===== src/hw/pdt_pkg.sv =====
// Constants shared by the power-down and conversion trigger register bank.
// Assumes a 32-bit APB with byte addresses; each register index maps to
// byte address index * 4.
package pdt_pkg;

  // Bus and data widths
  localparam int ADDR_W   = 12;
  localparam int DATA_W   = 32;
  localparam int STRB_W   = 4;
  localparam int REG_W    = 8;
  localparam int RES_W    = 12;

  // Register indices; byte address is four times the index
  localparam logic [7:0] IDX_UPPER_DAC   = 8'hB3;
  localparam logic [7:0] IDX_CONV_POWER  = 8'hB4;
  localparam logic [7:0] IDX_TRIGGER     = 8'hC0;
  localparam logic [7:0] IDX_RESULT_BASE = 8'hD0;

  // Result slots: analog inputs first, temperature sensor last
  localparam int SLOT_W      = 5;
  localparam int NUM_ANALOG  = 21;
  localparam int NUM_SLOTS   = 22;
  localparam logic [SLOT_W-1:0] TEMP_SLOT = 5'h15;

  // Field positions
  localparam int ADC_EN_BIT = 0;
  localparam int REF_EN_BIT = 1;
  localparam int START_BIT  = 0;
  localparam int LANE0      = 0;

  // Writable masks; reserved bits stay zero
  localparam logic [REG_W-1:0] UPPER_DAC_MASK  = 8'hFF;
  localparam logic [REG_W-1:0] CONV_POWER_MASK = 8'h03;
  localparam logic [REG_W-1:0] TRIGGER_MASK    = 8'h01;

  // Reset values
  localparam logic [REG_W-1:0] REG_RESET   = 8'h00;
  localparam logic [REG_W-1:0] CLAMP_RESET = 8'hFF;
  localparam logic [RES_W-1:0] RES_RESET   = 12'h000;
  localparam logic [DATA_W-1:0] DATA_ZERO  = 32'h0000_0000;

  // Byte address of a register index
  function automatic logic [ADDR_W-1:0] reg_addr(input logic [7:0] idx);
    return {2'b00, idx, 2'b00};
  endfunction

endpackage


===== src/hw/pdt_apb_slave.sv =====
// APB slave front end: one wait state, registered ready, data and error.
// Assumes the master holds its request until ready is seen high.
`timescale 1ns/10ps
module pdt_apb_slave
  import pdt_pkg::*;
(
  // Clock and reset
  input  wire logic              clk_i,
  input  wire logic              rst_n_i,
  // APB request
  input  wire logic              psel_i,
  input  wire logic              penable_i,
  input  wire logic              pwrite_i,
  // Decode from the register bank
  input  wire logic [DATA_W-1:0] rd_data_i,
  input  wire logic              hit_i,
  // APB answer and write strobe
  output logic [DATA_W-1:0]      prdata_o,
  output logic                   pready_o,
  output logic                   pslverr_o,
  output logic                   wr_fire_o
);
  import pdt_pkg::*;

  typedef struct packed {
    logic [DATA_W-1:0] rdata;
    logic              ready;
    logic              err;
  } pdt_slv_t;

  pdt_slv_t st;
  pdt_slv_t next_st;

  // Answer one cycle into the access phase, then drop ready again
  always_comb begin
    next_st       = st;
    next_st.ready = 1'b0;
    if (psel_i && penable_i && !st.ready) begin
      next_st.ready = 1'b1;
      next_st.err   = !hit_i;
      next_st.rdata = (hit_i && !pwrite_i) ? rd_data_i : DATA_ZERO;
    end
  end

  always_ff @(posedge clk_i) begin
    if (!rst_n_i) begin
      st <= '0;
    end else begin
      st <= next_st;
    end
  end

  // Write lands on the edge that completes the transfer; refused on error
  assign wr_fire_o = psel_i && penable_i && st.ready && pwrite_i && !st.err;
  assign prdata_o  = st.rdata;
  assign pready_o  = st.ready;
  assign pslverr_o = st.err;

endmodule


===== src/hw/pdt_result_store.sv =====
// Conversion result store: one word per analog input plus temperature.
// Assumes the converter reports each finished conversion as a one-cycle
// pulse with its slot number and result.
`timescale 1ns/10ps
module pdt_result_store
  import pdt_pkg::*;
#(
  parameter int SLOTS = NUM_SLOTS
)
(
  // Clock and reset
  input  wire logic              clk_i,
  input  wire logic              rst_n_i,
  // Conversion completion
  input  wire logic              done_i,
  input  wire logic [SLOT_W-1:0] done_slot_i,
  input  wire logic [RES_W-1:0]  done_data_i,
  // Read port
  input  wire logic [SLOT_W-1:0] rd_slot_i,
  output logic [RES_W-1:0]       rd_data_o
);
  import pdt_pkg::*;

  typedef struct packed {
    logic [SLOTS-1:0][RES_W-1:0] mem;
  } pdt_res_t;

  pdt_res_t st;
  pdt_res_t next_st;

  // Refreshed by hardware on every completion, no software action
  always_comb begin
    next_st = st;
    if (done_i && (int'(done_slot_i) < SLOTS)) begin
      next_st.mem[done_slot_i] = done_data_i;
    end
  end

  always_ff @(posedge clk_i) begin
    if (!rst_n_i) begin
      st <= '0;
    end else begin
      st <= next_st;
    end
  end

  // Out-of-range slots read as zero
  assign rd_data_o = (int'(rd_slot_i) < SLOTS) ? st.mem[rd_slot_i] : RES_RESET;

endmodule


===== src/hw/pdt_regs.sv =====
// Power-down control and software conversion trigger register bank.
// Assumes an APB master on the same clock and a converter core that
// acknowledges a start and reports each finished conversion.
//
// Added by the designer: the APB register port.
`timescale 1ns/10ps
module pdt_regs
  import pdt_pkg::*;
#(
  parameter int SLOTS = NUM_SLOTS
)
(
  // Clock and reset
  input  wire logic              clk_i,
  input  wire logic              rst_n_i,
  // APB slave
  input  wire logic              psel_i,
  input  wire logic              penable_i,
  input  wire logic              pwrite_i,
  input  wire logic [ADDR_W-1:0] paddr_i,
  input  wire logic [DATA_W-1:0] pwdata_i,
  input  wire logic [STRB_W-1:0] pstrb_i,
  output logic [DATA_W-1:0]      prdata_o,
  output logic                   pready_o,
  output logic                   pslverr_o,
  // Converter power controls
  output logic [REG_W-1:0]       dac_clamp_o,
  output logic                   adc_enable_o,
  output logic                   ref_enable_o,
  // Conversion handshake
  output logic                   conv_start_o,
  input  wire logic              conv_started_i,
  input  wire logic              conv_done_i,
  input  wire logic [SLOT_W-1:0] conv_slot_i,
  input  wire logic [RES_W-1:0]  conv_data_i
);
  import pdt_pkg::*;

  typedef struct packed {
    logic [REG_W-1:0] upper_dac;   // dac15_power_on .. dac8_power_on
    logic [REG_W-1:0] conv_power;  // reference_power_on, converter_power_on
    logic             soft_start;  // soft_conversion_start
    logic [REG_W-1:0] clamp;
    logic             adc_en;
    logic             ref_en;
  } pdt_state_t;

  pdt_state_t st;
  pdt_state_t next_st;

  logic [DATA_W-1:0] rd_data;
  logic              hit;
  logic              wr_fire;
  logic              lane0;
  logic [REG_W-1:0]  wbyte;
  logic [RES_W-1:0]  res_data;
  logic [SLOT_W-1:0] res_slot;
  logic [7:0]        idx;
  logic              is_result;

  // Register index within a result window; used by decode and read mux
  function automatic logic in_results(input logic [7:0] i);
    return (i >= IDX_RESULT_BASE) &&
           (int'(i) < int'(IDX_RESULT_BASE) + SLOTS);
  endfunction

  // Widen an 8-bit register to the bus; upper bits read as zero
  function automatic logic [DATA_W-1:0] widen(input logic [REG_W-1:0] v);
    return {{(DATA_W-REG_W){1'b0}}, v};
  endfunction

  // Address decode: aligned word inside the map
  assign idx       = paddr_i[9:2];
  assign is_result = in_results(idx);
  assign res_slot  = SLOT_W'(idx - IDX_RESULT_BASE);
  assign lane0     = pstrb_i[LANE0];
  assign wbyte     = pwdata_i[REG_W-1:0];

  always_comb begin
    hit     = 1'b0;
    rd_data = DATA_ZERO;
    if (paddr_i[ADDR_W-1:10] == '0 && paddr_i[1:0] == 2'b00) begin
      if (idx == IDX_UPPER_DAC) begin
        hit     = 1'b1;
        rd_data = widen(st.upper_dac);
      end else if (idx == IDX_CONV_POWER) begin
        hit     = 1'b1;
        rd_data = widen(st.conv_power & CONV_POWER_MASK);
      end else if (idx == IDX_TRIGGER) begin
        hit     = 1'b1;
        rd_data = widen({{(REG_W-1){1'b0}}, st.soft_start});
      end else if (is_result) begin
        hit     = !pwrite_i; // Results are read-only
        rd_data = {{(DATA_W-RES_W){1'b0}}, res_data};
      end
    end
  end

  // Register updates, conversion start bookkeeping and derived controls
  always_comb begin
    next_st = st;
    // Start bit drops once the converter reports the conversion began;
    // a fresh write of one in that cycle wins so no request is lost
    if (conv_started_i) begin
      next_st.soft_start = 1'b0;
    end
    if (wr_fire && lane0) begin
      unique case (idx)
        IDX_UPPER_DAC:
          next_st.upper_dac = wbyte & UPPER_DAC_MASK;
        IDX_CONV_POWER:
          next_st.conv_power = wbyte & CONV_POWER_MASK;
        IDX_TRIGGER: begin
          if (wbyte[START_BIT] & TRIGGER_MASK[START_BIT]) begin
            next_st.soft_start = 1'b1;
          end
        end
        default: begin
        end
      endcase
    end
    // A cleared bit clamps its DAC; bit 7 is channel 15, bit 0 channel 8
    next_st.clamp  = ~next_st.upper_dac;
    next_st.adc_en = next_st.conv_power[ADC_EN_BIT];
    next_st.ref_en = next_st.conv_power[REF_EN_BIT];
  end

  // All controls power up off, DACs clamped
  always_ff @(posedge clk_i) begin
    if (!rst_n_i) begin
      st.upper_dac  <= REG_RESET;
      st.conv_power <= REG_RESET;
      st.soft_start <= 1'b0;
      st.clamp      <= CLAMP_RESET;
      st.adc_en     <= 1'b0;
      st.ref_en     <= 1'b0;
    end else begin
      st <= next_st;
    end
  end

  // Bus front end
  pdt_apb_slave u_slave (
    .clk_i     (clk_i),
    .rst_n_i   (rst_n_i),
    .psel_i    (psel_i),
    .penable_i (penable_i),
    .pwrite_i  (pwrite_i),
    .rd_data_i (rd_data),
    .hit_i     (hit),
    .prdata_o  (prdata_o),
    .pready_o  (pready_o),
    .pslverr_o (pslverr_o),
    .wr_fire_o (wr_fire)
  );

  // Result words, refreshed by the converter
  pdt_result_store #(
    .SLOTS (SLOTS)
  ) u_results (
    .clk_i       (clk_i),
    .rst_n_i     (rst_n_i),
    .done_i      (conv_done_i),
    .done_slot_i (conv_slot_i),
    .done_data_i (conv_data_i),
    .rd_slot_i   (res_slot),
    .rd_data_o   (res_data)
  );

  // Outputs come straight from state flops
  assign dac_clamp_o  = st.clamp;
  assign adc_enable_o = st.adc_en;
  assign ref_enable_o = st.ref_en;
  assign conv_start_o = st.soft_start;

endmodule


===== config.mk =====
export PLATFORM = sky130hd
export DESIGN_NAME = pdt_regs
export DESIGN_NICKNAME = d
export VERILOG_FILES = /design/src/hw/pdt_pkg.sv /design/src/hw/pdt_apb_slave.sv /design/src/hw/pdt_result_store.sv /design/src/hw/pdt_regs.sv
export SDC_FILE = /design/constraint.sdc
export NUM_CORES = 1
export LEC_CHECK = 0
export ABC_CLOCK_PERIOD_IN_PS = 1700
export BUFFER_PORTS_ARGS = -buffer_cell sky130_fd_sc_hd__buf_2
export CAP_MARGIN = 20
export CORE_MARGIN = 1
export CORE_UTILIZATION = 55
export DETAILED_ROUTE_END_ITERATION = 10
export PLACE_DENSITY_LB_ADDON = 0.12
export SLEW_MARGIN = 20
export SYNTH_ARGS = -nofsm -noshare
export SYNTH_HDL_FRONTEND = slang
export SYNTH_HIERARCHICAL = 1
export SYNTH_SLANG_ARGS = --single-unit

===== constraint.sdc =====
create_clock -name clk_i -period 1.7 [get_ports clk_i]
set_input_delay 0.085 -clock clk_i [delete_from_list [all_inputs] [get_ports clk_i]]
set_output_delay 0.085 -clock clk_i [all_outputs]
set_load 0.03 [all_outputs]

Yosys cells after proc, flatten, opt, wreduce, memory -nomap -nowiden

Index checks and enable logic that the tools add are counted.

Reductions and logical operators: 17
Add/sub/neg operators: 1
Muxes and demuxes: 24
Magnitude comparators: 7
Bitwise operators: 1
Eq/ne operators: 3

Operator list:

| kind                                                                                | number |
|---|---|
| 264-bit bitwise mux                                                                 | 1 |
| 12-bit 2-to-1 mux                                                                   | 7 |
| 32-bit 2-to-1 mux                                                                   | 2 |
| 12-bit binary-select mux with 5-bit select                                          | 1 |
| 12-bit demux with 5-bit select                                                      | 1 |
| 8-bit equality test, second input constant                                          | 3 |
| 17-bit 2-to-1 mux                                                                   | 1 |
| 5-bit by 6-bit less-than comparator with 1-bit output, second input constant        | 2 |
| 1-bit logical AND                                                                   | 11 |
| 5-bit less-than comparator, second input constant                                   | 2 |
| 8-bit greater-or-equal comparator, second input constant                            | 1 |
| 8-bit less-than comparator, second input constant                                   | 1 |
| 1-bit 2-to-1 mux                                                                    | 8 |
| 8-bit 2-to-1 mux                                                                    | 1 |
| 8-bit inverter                                                                      | 1 |
| 5-bit by 1-bit greater-or-equal comparator with 1-bit output, second input constant | 1 |
| 5-bit subtractor, second input constant                                             | 1 |
| 1-bit logical NOT                                                                   | 4 |
| 2-bit logical NOT                                                                   | 2 |
| 2-bit 2-to-1 mux                                                                    | 2 |

Logic and storage cells: 84
Bits of input ports: 72
Flip-flop bits (word level): 319
Output and inout port bits: 45

Longest topological paths before layout

Gate-level depths: netlist of the first run.

Depth after elaboration: 10
Depth in mapped cells: 11
Mapped depth without buffers: 9

Modules after synthesis

The synthesis of the first run kept the hierarchy.

Modules (own cells, without submodules):

| module           | cells an instance | area an instance (µm²) | instances |
|---|---|---|---|
| pdt_result_store | 1388              | 12678.4                | 1 |
| pdt_apb_slave    | 159               | 1675.4                 | 1 |
| pdt_regs         | 112               | 1039.7                 | 1 |

Worst setup path before layout of the first run

No wires, ideal clock.

Path kind: register to register
From: reg u_slave.st, in the netlist u_slave/pready_o
To: reg, netlist name st[19]
Setup slack: -195 ps
Data required time: 1582 ps
Buffers on the path: 1
Arrival: 1776 ps
Stages on the path, launching flop included: 8
Cells stage by stage: dfxtp_1 clkbuf_1 nand4_1 nor2_1 nand2_1 nor3_4 mux2i_1 nor2b_1

RTL lines:

| item                     | RTL line            | RTL |
|---|---|---|
| start: declaration       | pdt_apb_slave.sv:31 | `pdt_slv_t st;` |
| start signal: assignment | pdt_apb_slave.sv:49 | `st <= next_st;` |

Worst setup path in the final report of the first run

From: reg u_results/st[228] (netlist name)
To: reg u_slave.st, in the netlist u_slave/prdata_o[0]

Longest elaborated chain between the ends: 9

Ends and longest elaborated chain:

| item                                       | RTL line               | RTL |
|---|---|---|
| start: declaration                         | pdt_result_store.sv:28 | `pdt_res_t st;` |
| start signal: assignment                   | pdt_result_store.sv:43 | `st <= next_st;` |
| 12-bit binary-select mux with 5-bit select | pdt_result_store.sv:48 | `assign rd_data_o = (int'(rd_slot_i) < SLOTS) ? st.mem[rd_slot_i] : RES_RESET;` |
| 12-bit 2-to-1 mux (implied by the code)    | pdt_result_store.sv:48 |  |
| 12-bit 2-to-1 mux                          | pdt_result_store.sv:48 |  |
| named net res_data[0]                      | pdt_regs.sv:56         | `logic [RES_W-1:0] res_data;` |
| 12-bit 2-to-1 mux                          | pdt_regs.sv:92         | `end else if (is_result) begin` |
| 12-bit 2-to-1 mux                          | pdt_regs.sv:89         | `end else if (idx == IDX_TRIGGER) begin` |
| 12-bit 2-to-1 mux                          | pdt_regs.sv:86         | `end else if (idx == IDX_CONV_POWER) begin` |
| 12-bit 2-to-1 mux                          | pdt_regs.sv:83         | `if (idx == IDX_UPPER_DAC) begin` |
| 32-bit 2-to-1 mux                          | pdt_regs.sv:82         | `if (paddr_i[ADDR_W-1:10] == '0 && paddr_i[1:0] == 2'b00) begin` |
| named net rd_data[0]                       | pdt_regs.sv:51         | `logic [DATA_W-1:0] rd_data;` |
| 32-bit 2-to-1 mux                          | pdt_apb_slave.sv:41    | `next_st.rdata = (hit_i && !pwrite_i) ? rd_data_i : DATA_ZERO;` |

The timed path passes the listed nets, and every way through them passes these cells. The select of a mux whose other input is x is not followed.
A chain may end at the register's enable or synchronous reset.

==> metrics.md, run 1 <==
| Metric | Value |
|---|---|
| Diode count | `0` |
| DRT antenna net count | `0` |
| Failing checks | `setup timing` |
| Most common cell in the synthesized netlist | `dfxtp_1` |
| Non-Filler Instances | `about 2200` |
| Crit Path Category | `register to register` |
| Hold Crit Class | `input port to register` |
| Number of global-route vias before repair | `between 10000 and 15000` |
| Fill cell count | `around 2200` |
| CTS tree | `yes` |
| Ys Warns | `6` |
| Final min period | `approximately 1.9 ns` |
| Die height | `around 170 µm` |
| CTS root buffer | `clkbuf_16` |
| Post-synth top cells | `317 x dfxtp_1, 275 x nand2_1, 186 x mux2i_1` |
| Seq cells post-synth | `around 320` |
| Post-synth top area cell | `dfxtp_1` |
| GRT Overall Usage | `0.319` |
| Final setup violation count | `6` |
| Cell row count | `60` |
| Layout cell share with drive strength beyond 1 | `0.224` |
| Util after Layout | `0.675` |
| Multi-input logic area | `between 8000 and 9000 µm²` |
| Clock insertion delay at the later pin of the skew report | `about 0.52 ns` |
| Cells taking the most area after synthesis | `dfxtp_1 41%, mux2i_1 12%, a21boi_0 6.9%` |
| Sw frac | `0.236` |
| VDD IR max | `approximately 660 µV` |
| Final WL | `between 40000 and 50000 µm` |
| Final slew viol count | `0` |
| Largest net degree at the start of global routing | `between 60 and 70` |
| RSZ-0062 raised after global routing | `true` |
| Initial core utilization | `0.566` |
| Power per cell area | `between 900 and 1000 nW/µm²` |
| CTS buffer count | `36` |
| Placed cell count | `about 2100` |
| Clock Tree Buf Depth | `3` |
| Routed len/inst | `approximately 21 µm` |
| Fin crit share | `1.09` |
| GR Util met2 | `0.513` |
| Status | `complete, but fails checks` |
| Switching Power | `4.05 mW` |
| Setup Skew | `~0.017 ns` |
| 1st-pass router iterations | `6` |
| Post-synth ARST share | `0` |
| WP data arrival | `between 2 and 2.5 ns` |
| Met1 Usage GRT | `0.435` |
| Register area share after synthesis | `0.412` |
| Fin nets | `1842` |
| Max-cap viol count | `0` |
| Post-synth top area share | `0.412` |
| Clk slew on worst S/H paths | `about 0.060 ns` |
| Mean Syn Cell Area | `around 9.3 µm²` |
| Clk pwr share | `0.476` |
| CORE AREA | `27200 µm²` |
| GRT met3 Usage | `0.0492` |
| Power share of the combinational group | `0.086` |
| Die Span X | `between 150 and 200 µm` |
| Fmax | `between 500 and 600 MHz` |
| CTS Sinks | `317` |
| P_int | `~13 mW` |
| Area of the mapped netlist | `about 15000 µm²` |
| Worst Path Required | `2.09 ns` |
| Fin. Hold Viols | `0` |
| RD Place Congestion | `about 0.94` |
| Io pins | `117` |
| Hpwl dp | `approximately 30000 µm` |
| Critical Path End Type | `register` |
| CP Launch Type | `register` |
| Global-route wire length before repair | `70800 µm` |
| Leakage power | `~6.5 nW` |
| Vias | `12900` |
| Number of port buffers | `89` |
| Antenna violations before repair | `0` |
| Worst setup margin | `-0.151 ns` |
| EDFF count, synth | `0` |
| Syn Inst Count | `between 1500 and 2000` |
| Register area | `6370 µm²` |
| CP max FO | `2` |
| Die area | `approximately 29000 µm²` |
| Gr busiest metal | `met2` |
| Grt ovf | `0` |
| Residual DRC | `0` |
| Synth unique cells | `between 60 and 70` |
| Iter 0 DRT Violations | `~1300` |
| Slew headroom | `0.526` |
| Layout area overhead | `19.2%` |
| Via density per instance | `a little under 6` |
| Sequential fraction of design power | `0.437` |
| Htree depth | `2` |
| Main synth FF type | `dfxtp_1` |
| Worst-Margin Slew | `around 0.7 ns` |
[registers in the layout, summed over array words and instances, names as in the netlist]
signal,count
dac_clamp_o,8
u_slave/prdata_o,32
u_slave/pready_o,1
u_results/st,264
u_slave/pslverr_o,1
conv_start_o,1
st,10
[critical path, cell delays in order, from the launching register on]
cell      delay [ns]
dfxtp_2         0.32
mux4_2          0.49
a22oi_2         0.20
o221ai_2        0.15
a221oi_2        0.28
a211oi_1        0.08
nand4b_1        0.13
o22ai_2         0.08
[power by group through the flow]
stage | logic (mW) | registers, mW | clock network [mW]
after floorplan | 0.855 | 7.66 | 0
after CTS | 1.44 | 7.50 | 8.27
after global placement | 1.39 | 7.67 | 0
after detailed placement | 1.40 | 7.67 | 0
final | 1.48 | 7.50 | 8.18
after global routing | 1.55 | 7.50 | 8.57
[cells in the final DEF (no fill, tap or decap), types with 20 or more instances in the layout]
master and instances:
nand4b_1 34, a21boi_1 40, nand2_1 275, conb_1 20
clkbuf_16 37, o22ai_2 30, dfxtp_1 303, a21boi_0 141
a22oi_1 37, buf_2 86, buf_12 28, buf_4 105
nand3_1 157, mux2i_1 186, nor2b_1 98
[kinds of logic after synthesis]
logic type             Yosys count  synth area share
AND/OR/NAND/NOR                632             0.215
AO/OA/AOI/OAI                  314             0.160
multiplexers                   212             0.150
flip-flops                     317             0.412
buffers and inverters          183            0.0623
other                            1          0.000244
[metrics by stage]
step / hold WS [ns] / TNS [ns] / setup slack (ns) / area [µm²] / power, mW
floorplan: 0.158 / 0 / 0.000589 / 15500 / 8.52
global placement: 0.361 / -3.98 / -0.423 / 16800 / 9.06
detailed placement: 0.361 / -4.19 / -0.388 / 16800 / 9.07
CTS: 0.0217 / -0.306 / -0.145 / 18300 / 17.2
global route: 0.0375 / -0.889 / -0.221 / 18400 / 17.6
finish: 0.0302 / -0.346 / -0.151 / 18400 / 17.2
[metal layers]
metal	up-vias	part of all wire
met5	-	0
met3	92	0.071
met2	494	0.45
met4	0	0.029
met1	6287	0.45
li1	6018	-
[final timing paths]
kind | end | cells after the start | slack (ns) | from
worst max register to register | u_slave/prdata_o[0] | 7 | -0.15 | u_results/st[228]
worst min register to register | u_results/st[3] | 2 | 0.45 | u_results/st[3]
worst min-delay path | st[20] | 2 | 0.03 | rst_n_i
worst max-delay path | u_slave/prdata_o[0] | 7 | -0.15 | u_results/st[228]
[area by class of cell]
type,count,share of cell area
sequential,317,0.347
timing repair buffer,230,0.103
multi-input combinational,1178,0.455
tap,372,0.0254
clock buffer,48,0.0565
clock inverter,17,0.0121
inverter,7,0.00143
[repair_timing]
action,CTS,global route
endpoints found under the hold margin,19,0
endpoints found under the setup margin,11,12
pin swaps,22,11
hold buffers,10,0
setup buffers,1,0
resized for setup,26,16
(Power assumes the default switching activity.)
==> run 2: changes to the inputs <==
PLACE_DENSITY = 0.88   (was not set)
PLACE_DENSITY_LB_ADDON = not set   (was 0.12)
==> metrics.md, run 2 (same netlist as run 1, synthesis figures left out) <==
| Metric | Value |
|---|---|
| Die Span X | `169 µm (unchanged)` |
| Initial core utilization | `0.566 (unchanged)` |
| P_int | `12.5 mW (-4.4%)` |
| Layout cell share with drive strength beyond 1 | `0.210 (-0.0139)` |
| Max-cap viol count | `0 (unchanged)` |
| CTS tree | `yes` |
| RD Place Congestion | `1.03 (+9.9%)` |
| DRT antenna net count | `0 (unchanged)` |
| CP max FO | `2 (unchanged)` |
| Setup Skew | `0.0178 ns (+0.00124 ns)` |
| WP data arrival | `2.29 ns (+0.05 ns)` |
| Sw frac | `0.239 (+0.00266)` |
| Clk slew on worst S/H paths | `0.06 ns (about the same)` |
| Critical Path End Type | `register` |
| Util after Layout | `0.666 (-0.00935)` |
| Die area | `28700 µm² (unchanged)` |
| RSZ-0062 raised after global routing | `true` |
| Status | `complete, but fails checks` |
| Worst setup margin | `-0.190 ns (-0.0395 ns)` |
| Final min period | `1.89 ns (+0.0395 ns)` |
| Slew headroom | `0.490 (-0.0364)` |
| Grt ovf | `0 (unchanged)` |
| Fmax | `529 MHz (-2.1%)` |
| Switching Power | `3.93 mW (-3.0%)` |
| Final setup violation count | `8 (+2)` |
| Number of global-route vias before repair | `13400 (+6.7%)` |
| Global-route wire length before repair | `73700 µm (+4.1%)` |
| Failing checks | `setup timing` |
| CTS Sinks | `317 (unchanged)` |
| Fin nets | `1831 (-0.60%)` |
| Die height | `169 µm (unchanged)` |
| Hpwl dp | `30000 µm (+1.6%)` |
| Worst Path Required | `2.10 ns (about the same)` |
| Largest net degree at the start of global routing | `84 (+38%)` |
| CTS root buffer | `clkbuf_16` |
| CORE AREA | `27200 µm² (unchanged)` |
| Power share of the combinational group | `0.087 (about the same)` |
| Crit Path Category | `register to register` |
| Sequential fraction of design power | `0.456 (+0.019)` |
| Clock insertion delay at the later pin of the skew report | `0.52 ns (about the same)` |
| Layout area overhead | `17.6%` |
| Iter 0 DRT Violations | `1692 (+32%)` |
| Final WL | `47700 µm (+4.2%)` |
| Diode count | `0 (unchanged)` |
| Clock Tree Buf Depth | `3 (unchanged)` |
| Residual DRC | `0 (unchanged)` |
| Largest register FFs | `264 (unchanged)` |
| Via density per instance | `6.34 (+6.7%)` |
| Hold Crit Class | `input port to register` |
| Commonest non-fill, non-tap cell in the layout | `dfxtp_1` |
| CTS buffer count | `34 (-5.6%)` |
| CP Launch Type | `register` |
| Fin. Hold Viols | `0 (unchanged)` |
| Io pins | `117 (unchanged)` |
| 1st-pass router iterations | `8 (+2)` |
| Htree depth | `2 (unchanged)` |
| Routed len/inst | `22.1 µm (+4.8%)` |
| Antenna violations before repair | `0 (unchanged)` |
| VDD IR max | `599 µV (-9.8%)` |
| Most frequent cells in the layout | `310 x dfxtp_1, 275 x nand2_1, 184 x mux2i_1` |
| Final slew viol count | `0 (unchanged)` |
| Cell row count | `60 (unchanged)` |
| Fill cell count | `1897 (-15%)` |
| WHS | `0.0467 ns (+0.0165 ns)` |
| Fin crit share | `1.11 (+0.0232)` |
| Largest reg by FF count | `u_results/st` |
| Leakage power | `6.32 nW (-2.1%)` |
| GRT Overall Usage | `0.327 (+0.00811)` |
| Number of port buffers | `89 (unchanged)` |
| Worst-Margin Slew | `0.764 ns (+0.0531 ns)` |
| Power per cell area | `910 nW/µm² (-2.7%)` |
| Clk pwr share | `0.457 (-0.019)` |
| Vias | `13700 (+6.0%)` |
[run 2: metal layers]
metal / vias to the layer above / part of all wire / wire length (µm) / track usage
li1: 5989 / - / - / -
met1: 6569 / 0.37 / 17500 / 0.383
met2: 881 / 0.45 / 21700 / 0.535
met3: 221 / 0.11 / 5340 / 0.0802
met4: 0 / 0.068 / 3240 / 0.208
met5: - / 0 / 0 / 0
[run 2: area by class of cell]
| type | count | area [µm²] | share of cell area |
|---|---|---|---|
| Sequential cell | 317 | 6360 | 0.351 |
| Timing Repair Buffer | 221 | 1790 | 0.0988 |
| Inverter | 7 | 26.3 | 0.00145 |
| Multi-Input combinational cell | 1178 | 8330 | 0.460 |
| Tap cell | 372 | 465 | 0.0257 |
| Clock inverter | 7 | 96.3 | 0.00532 |
| Clock buffer | 53 | 1040 | 0.0572 |
[run 2: critical path, cell delays in order (launching register included)]
cell and delay (ns):
dfxtp_1 0.33, mux4_2 0.49, a22oi_2 0.23, o221ai_2 0.15, a221oi_2 0.29, a211oi_1 0.07
nand4b_1 0.13, o22ai_2 0.08
[run 2: repair_timing]
action	CTS	global route
hold buffers	11	0
endpoints found under the hold margin	24	0
buffers inserted	1	0
pin swaps	15	15
resized for setup	21	12
setup endpoints to repair	10	29
[run 2: worst paths after layout]
check | start | endpoint | slack (ns) | cells after the start
max | u_results/st[216] | u_slave/prdata_o[0] | -0.19 | 7
max reg2reg | u_results/st[216] | u_slave/prdata_o[0] | -0.19 | 7
min | conv_data_i[0] | u_results/st[144] | 0.05 | 3
min reg2reg | u_results/st[21] | u_results/st[21] | 0.45 | 2
[run 2: power groups by stage]
stage | clock (mW) | combinational [mW] | sequential, mW
after detailed placement | 0 | 1.32 | 7.66
after CTS | 7.53 | 1.37 | 7.50
final | 7.53 | 1.43 | 7.50
after global routing | 7.86 | 1.49 | 7.50
after floorplan | 0 | 0.855 | 7.66
after global placement | 0 | 1.30 | 7.66
[run 2: per-stage QoR]
step / TNS [ns] / area (µm²) / total power [mW] / instances / worst slack, ns
after CTS: -0.340 / 18000 / 16.4 / 2155 / -0.181
after detailed placement: -3.96 / 16700 / 8.99 / 2083 / -0.409
after global placement: -3.40 / 16700 / 8.96 / 2083 / -0.336
after floorplan: 0 / 15500 / 8.52 / 1678 / 0.000589
after global routing: -1.09 / 18100 / 16.8 / 2155 / -0.267
final: -0.539 / 18100 / 16.5 / 2155 / -0.190
==> run 3: changes to the inputs <==
ABC_CLOCK_PERIOD_IN_PS = 2400   (was 1700)
PLACE_DENSITY = 0.85   (was 0.88)
REMOVE_ABC_BUFFERS = 1   (was not set)
clock period = 2.4 ns   (was 1.7 ns; I/O delays follow)
==> metrics.md, run 3 (same netlist as run 1, synthesis figures left out) <==
| Metric | Value |
|---|---|
| CTS Sinks | `317 (unchanged)` |
| Worst slack at placement | `0.0515 ns (+0.461 ns)` |
| Worst-Margin Slew | `1.07 ns (+0.308 ns)` |
| DRT antenna net count | `0 (unchanged)` |
| CTS root buffer | `clkbuf_16` |
| Routed len/inst | `20.1 µm (-9.4%)` |
| Fin crit share | `0.924 (-0.188)` |
| Number of global-route vias before repair | `12700 (-5.6%)` |
| Non-Filler Instances | `2119 (-1.7%)` |
| Hpwl dp | `27100 µm (-9.6%)` |
| Critical path's slowest cell | `mux4_2` |
| Post-place instance area | `16200 µm² (-3.1%)` |
| Leakage power | `6.06 nW (-4.2%)` |
| WP data arrival | `2.61 ns (+0.32 ns)` |
| Max-cap viol count | `0 (unchanged)` |
| Clk slew on worst S/H paths | `0.06 ns (about the same)` |
| Largest net degree at the start of global routing | `113 (+35%)` |
| Clock insertion delay at the later pin of the skew report | `0.52 ns (about the same)` |
| Final WL | `42500 µm (-11%)` |
| Crit Path Category | `register to register` |
| Most frequent cells in the layout | `317 x dfxtp_1, 275 x nand2_1, 186 x mux2i_1` |
| Design area | `17400 µm² (-3.7%)` |
| Die area | `28700 µm² (unchanged)` |
| Sequential fraction of design power | `0.459 (+0.003)` |
| Grt ovf | `0 (unchanged)` |
| Clock Tree Buf Depth | `3 (unchanged)` |
| Hold Crit Class | `input port to register` |
| Largest register FFs | `264 (unchanged)` |
| Final setup violation count | `0 (-8)` |
| Largest reg by FF count | `u_results/st` |
| 1st-pass router iterations | `7 (-1)` |
| Cell row count | `60 (unchanged)` |
| CTS tree | `yes` |
| Final slew viol count | `0 (unchanged)` |
| VDD IR max | `439 µV (-27%)` |
| Fmax | `451 MHz (-15%)` |
| Sw frac | `0.235 (-0.00400)` |
| Critical Path End Type | `register` |
| Switching Power | `2.72 mW (-31%)` |
| Worst Path Required | `2.79 ns (+0.69 ns)` |
| Power share of the combinational group | `0.081 (-0.006)` |
| Residual DRC | `0 (unchanged)` |
| CP Launch Type | `register` |
| Layout area overhead | `13.2%` |
| Vias | `12900 (-5.2%)` |
| Final min period | `2.22 ns (+0.327 ns)` |
| CORE AREA | `27200 µm² (unchanged)` |
| Htree depth | `2 (unchanged)` |
| Iter 0 DRT Violations | `1499 (-11%)` |
| RSZ-0062 raised after global routing | `false` |
| Via density per instance | `6.11 (-3.6%)` |
| Layout cell share with drive strength beyond 1 | `0.173 (-0.0363)` |
| CTS buffer count | `34 (unchanged)` |
| Placed cell count | `2047 (-1.7%)` |
| Setup Skew | `0.0176 ns (-0.000128 ns)` |
| RD Place Congestion | `0.947 (-8.2%)` |
| Crit path largest cell delay | `0.49 ns (about the same)` |
| Status | `finished clean` |
| Worst setup margin | `0.183 ns (+0.373 ns)` |
| Slew headroom | `0.283 (-0.207)` |
| Cell Chain, Critical Path | `mux4_2, a22oi_1, o221ai_1, a221oi_1, a211oi_1, nand4b_1, o22ai_2` |
| Antenna violations before repair | `0 (unchanged)` |
| Number of port buffers | `89 (unchanged)` |
| P_int | `8.87 mW (-29%)` |
| Power per cell area | `665 nW/µm² (-27%)` |
| Fill cell count | `2097 (+11%)` |
| Commonest non-fill, non-tap cell in the layout | `dfxtp_1` |
| Fin. Hold Viols | `0 (unchanged)` |
| Global-route wire length before repair | `67400 µm (-8.6%)` |
| Diode count | `0 (unchanged)` |
| Die Span X | `169 µm (unchanged)` |
| Initial core utilization | `0.566 (unchanged)` |
| GRT Overall Usage | `0.294 (-0.0322)` |
| Clk pwr share | `0.460 (+0.003)` |
| CP max FO | `2 (unchanged)` |
| Post-cts resize count | `0 (-100%)` |
| Io pins | `117 (unchanged)` |
| Fin nets | `1795 (-2.0%)` |
| Die height | `169 µm (unchanged)` |
[run 3: final timing paths]
check | start | endpoint | slack, ns | cells past startpoint
worst max register to register | u_results/st[228] | u_slave/prdata_o[0] | 0.18 | 7
worst min-delay path | conv_data_i[5] | u_results/st[77] | 0.10 | 3
worst max-delay path | u_results/st[228] | u_slave/prdata_o[0] | 0.18 | 7
worst min register to register | u_results/st[14] | u_results/st[14] | 0.45 | 2
[run 3: what timing repair did]
item,4_1_cts,5_1_grt
hold endpoints to repair,30,0
buffers inserted,0,0
hold buffers,12,0
[run 3: metrics by stage]
stage | setup TNS, ns | hold slack, ns | total power [mW] | utilization
6_report | 0 | 0.101 | 11.6 | 0.641
5_1_grt | 0 | 0.122 | 11.9 | 0.641
4_1_cts | 0 | 0.0892 | 11.6 | 0.641
3_5_place_dp | 0 | 0.404 | 6.33 | 0.595
3_3_place_gp | 0 | 0.395 | 6.31 | 0.595
2_1_floorplan | -40.85 | 0.193 | 5.80 | -
[run 3: area by class of cell]
type	count	area [µm²]	area share
Sequential cell	317	6350	0.364
Timing Repair Buffer	185	1280	0.0736
Clock buffer	51	1010	0.0577
Tap cell	372	465	0.0267
Inverter	7	26.3	0.00151
Multi-Input combinational cell	1178	8180	0.469
Clock inverter	9	129	0.00739
[run 3: worst max-delay path, delay by kind of cell (launching register included)]
kind | cells | cell delay, ns
DFF | 1 | 0.32
AOI/OAI and AO/OA | 5 | 1.15
muxes | 1 | 0.49
and+or+nand+nor | 1 | 0.14
[run 3: routing by layer]
metal / global-route usage / wire (µm) / vias up / part of all wire
met5: 0 / 0 / - / 0
met4: 0.125 / 1580 / 0 / 0.037
met2: 0.494 / 20100 / 639 / 0.47
met1: 0.372 / 17600 / 6287 / 0.41
li1: - / - / 5910 / -
met3: 0.0518 / 3250 / 111 / 0.076
[run 3: power by group through the flow]
stage / clock network [mW] / logic, mW / registers (mW)
finish: 5.33 / 0.942 / 5.31
global route: 5.58 / 0.989 / 5.31
CTS: 5.38 / 0.916 / 5.31
detailed placement: 0 / 0.896 / 5.43
global placement: 0 / 0.884 / 5.43
floorplan: 0 / 0.373 / 5.43
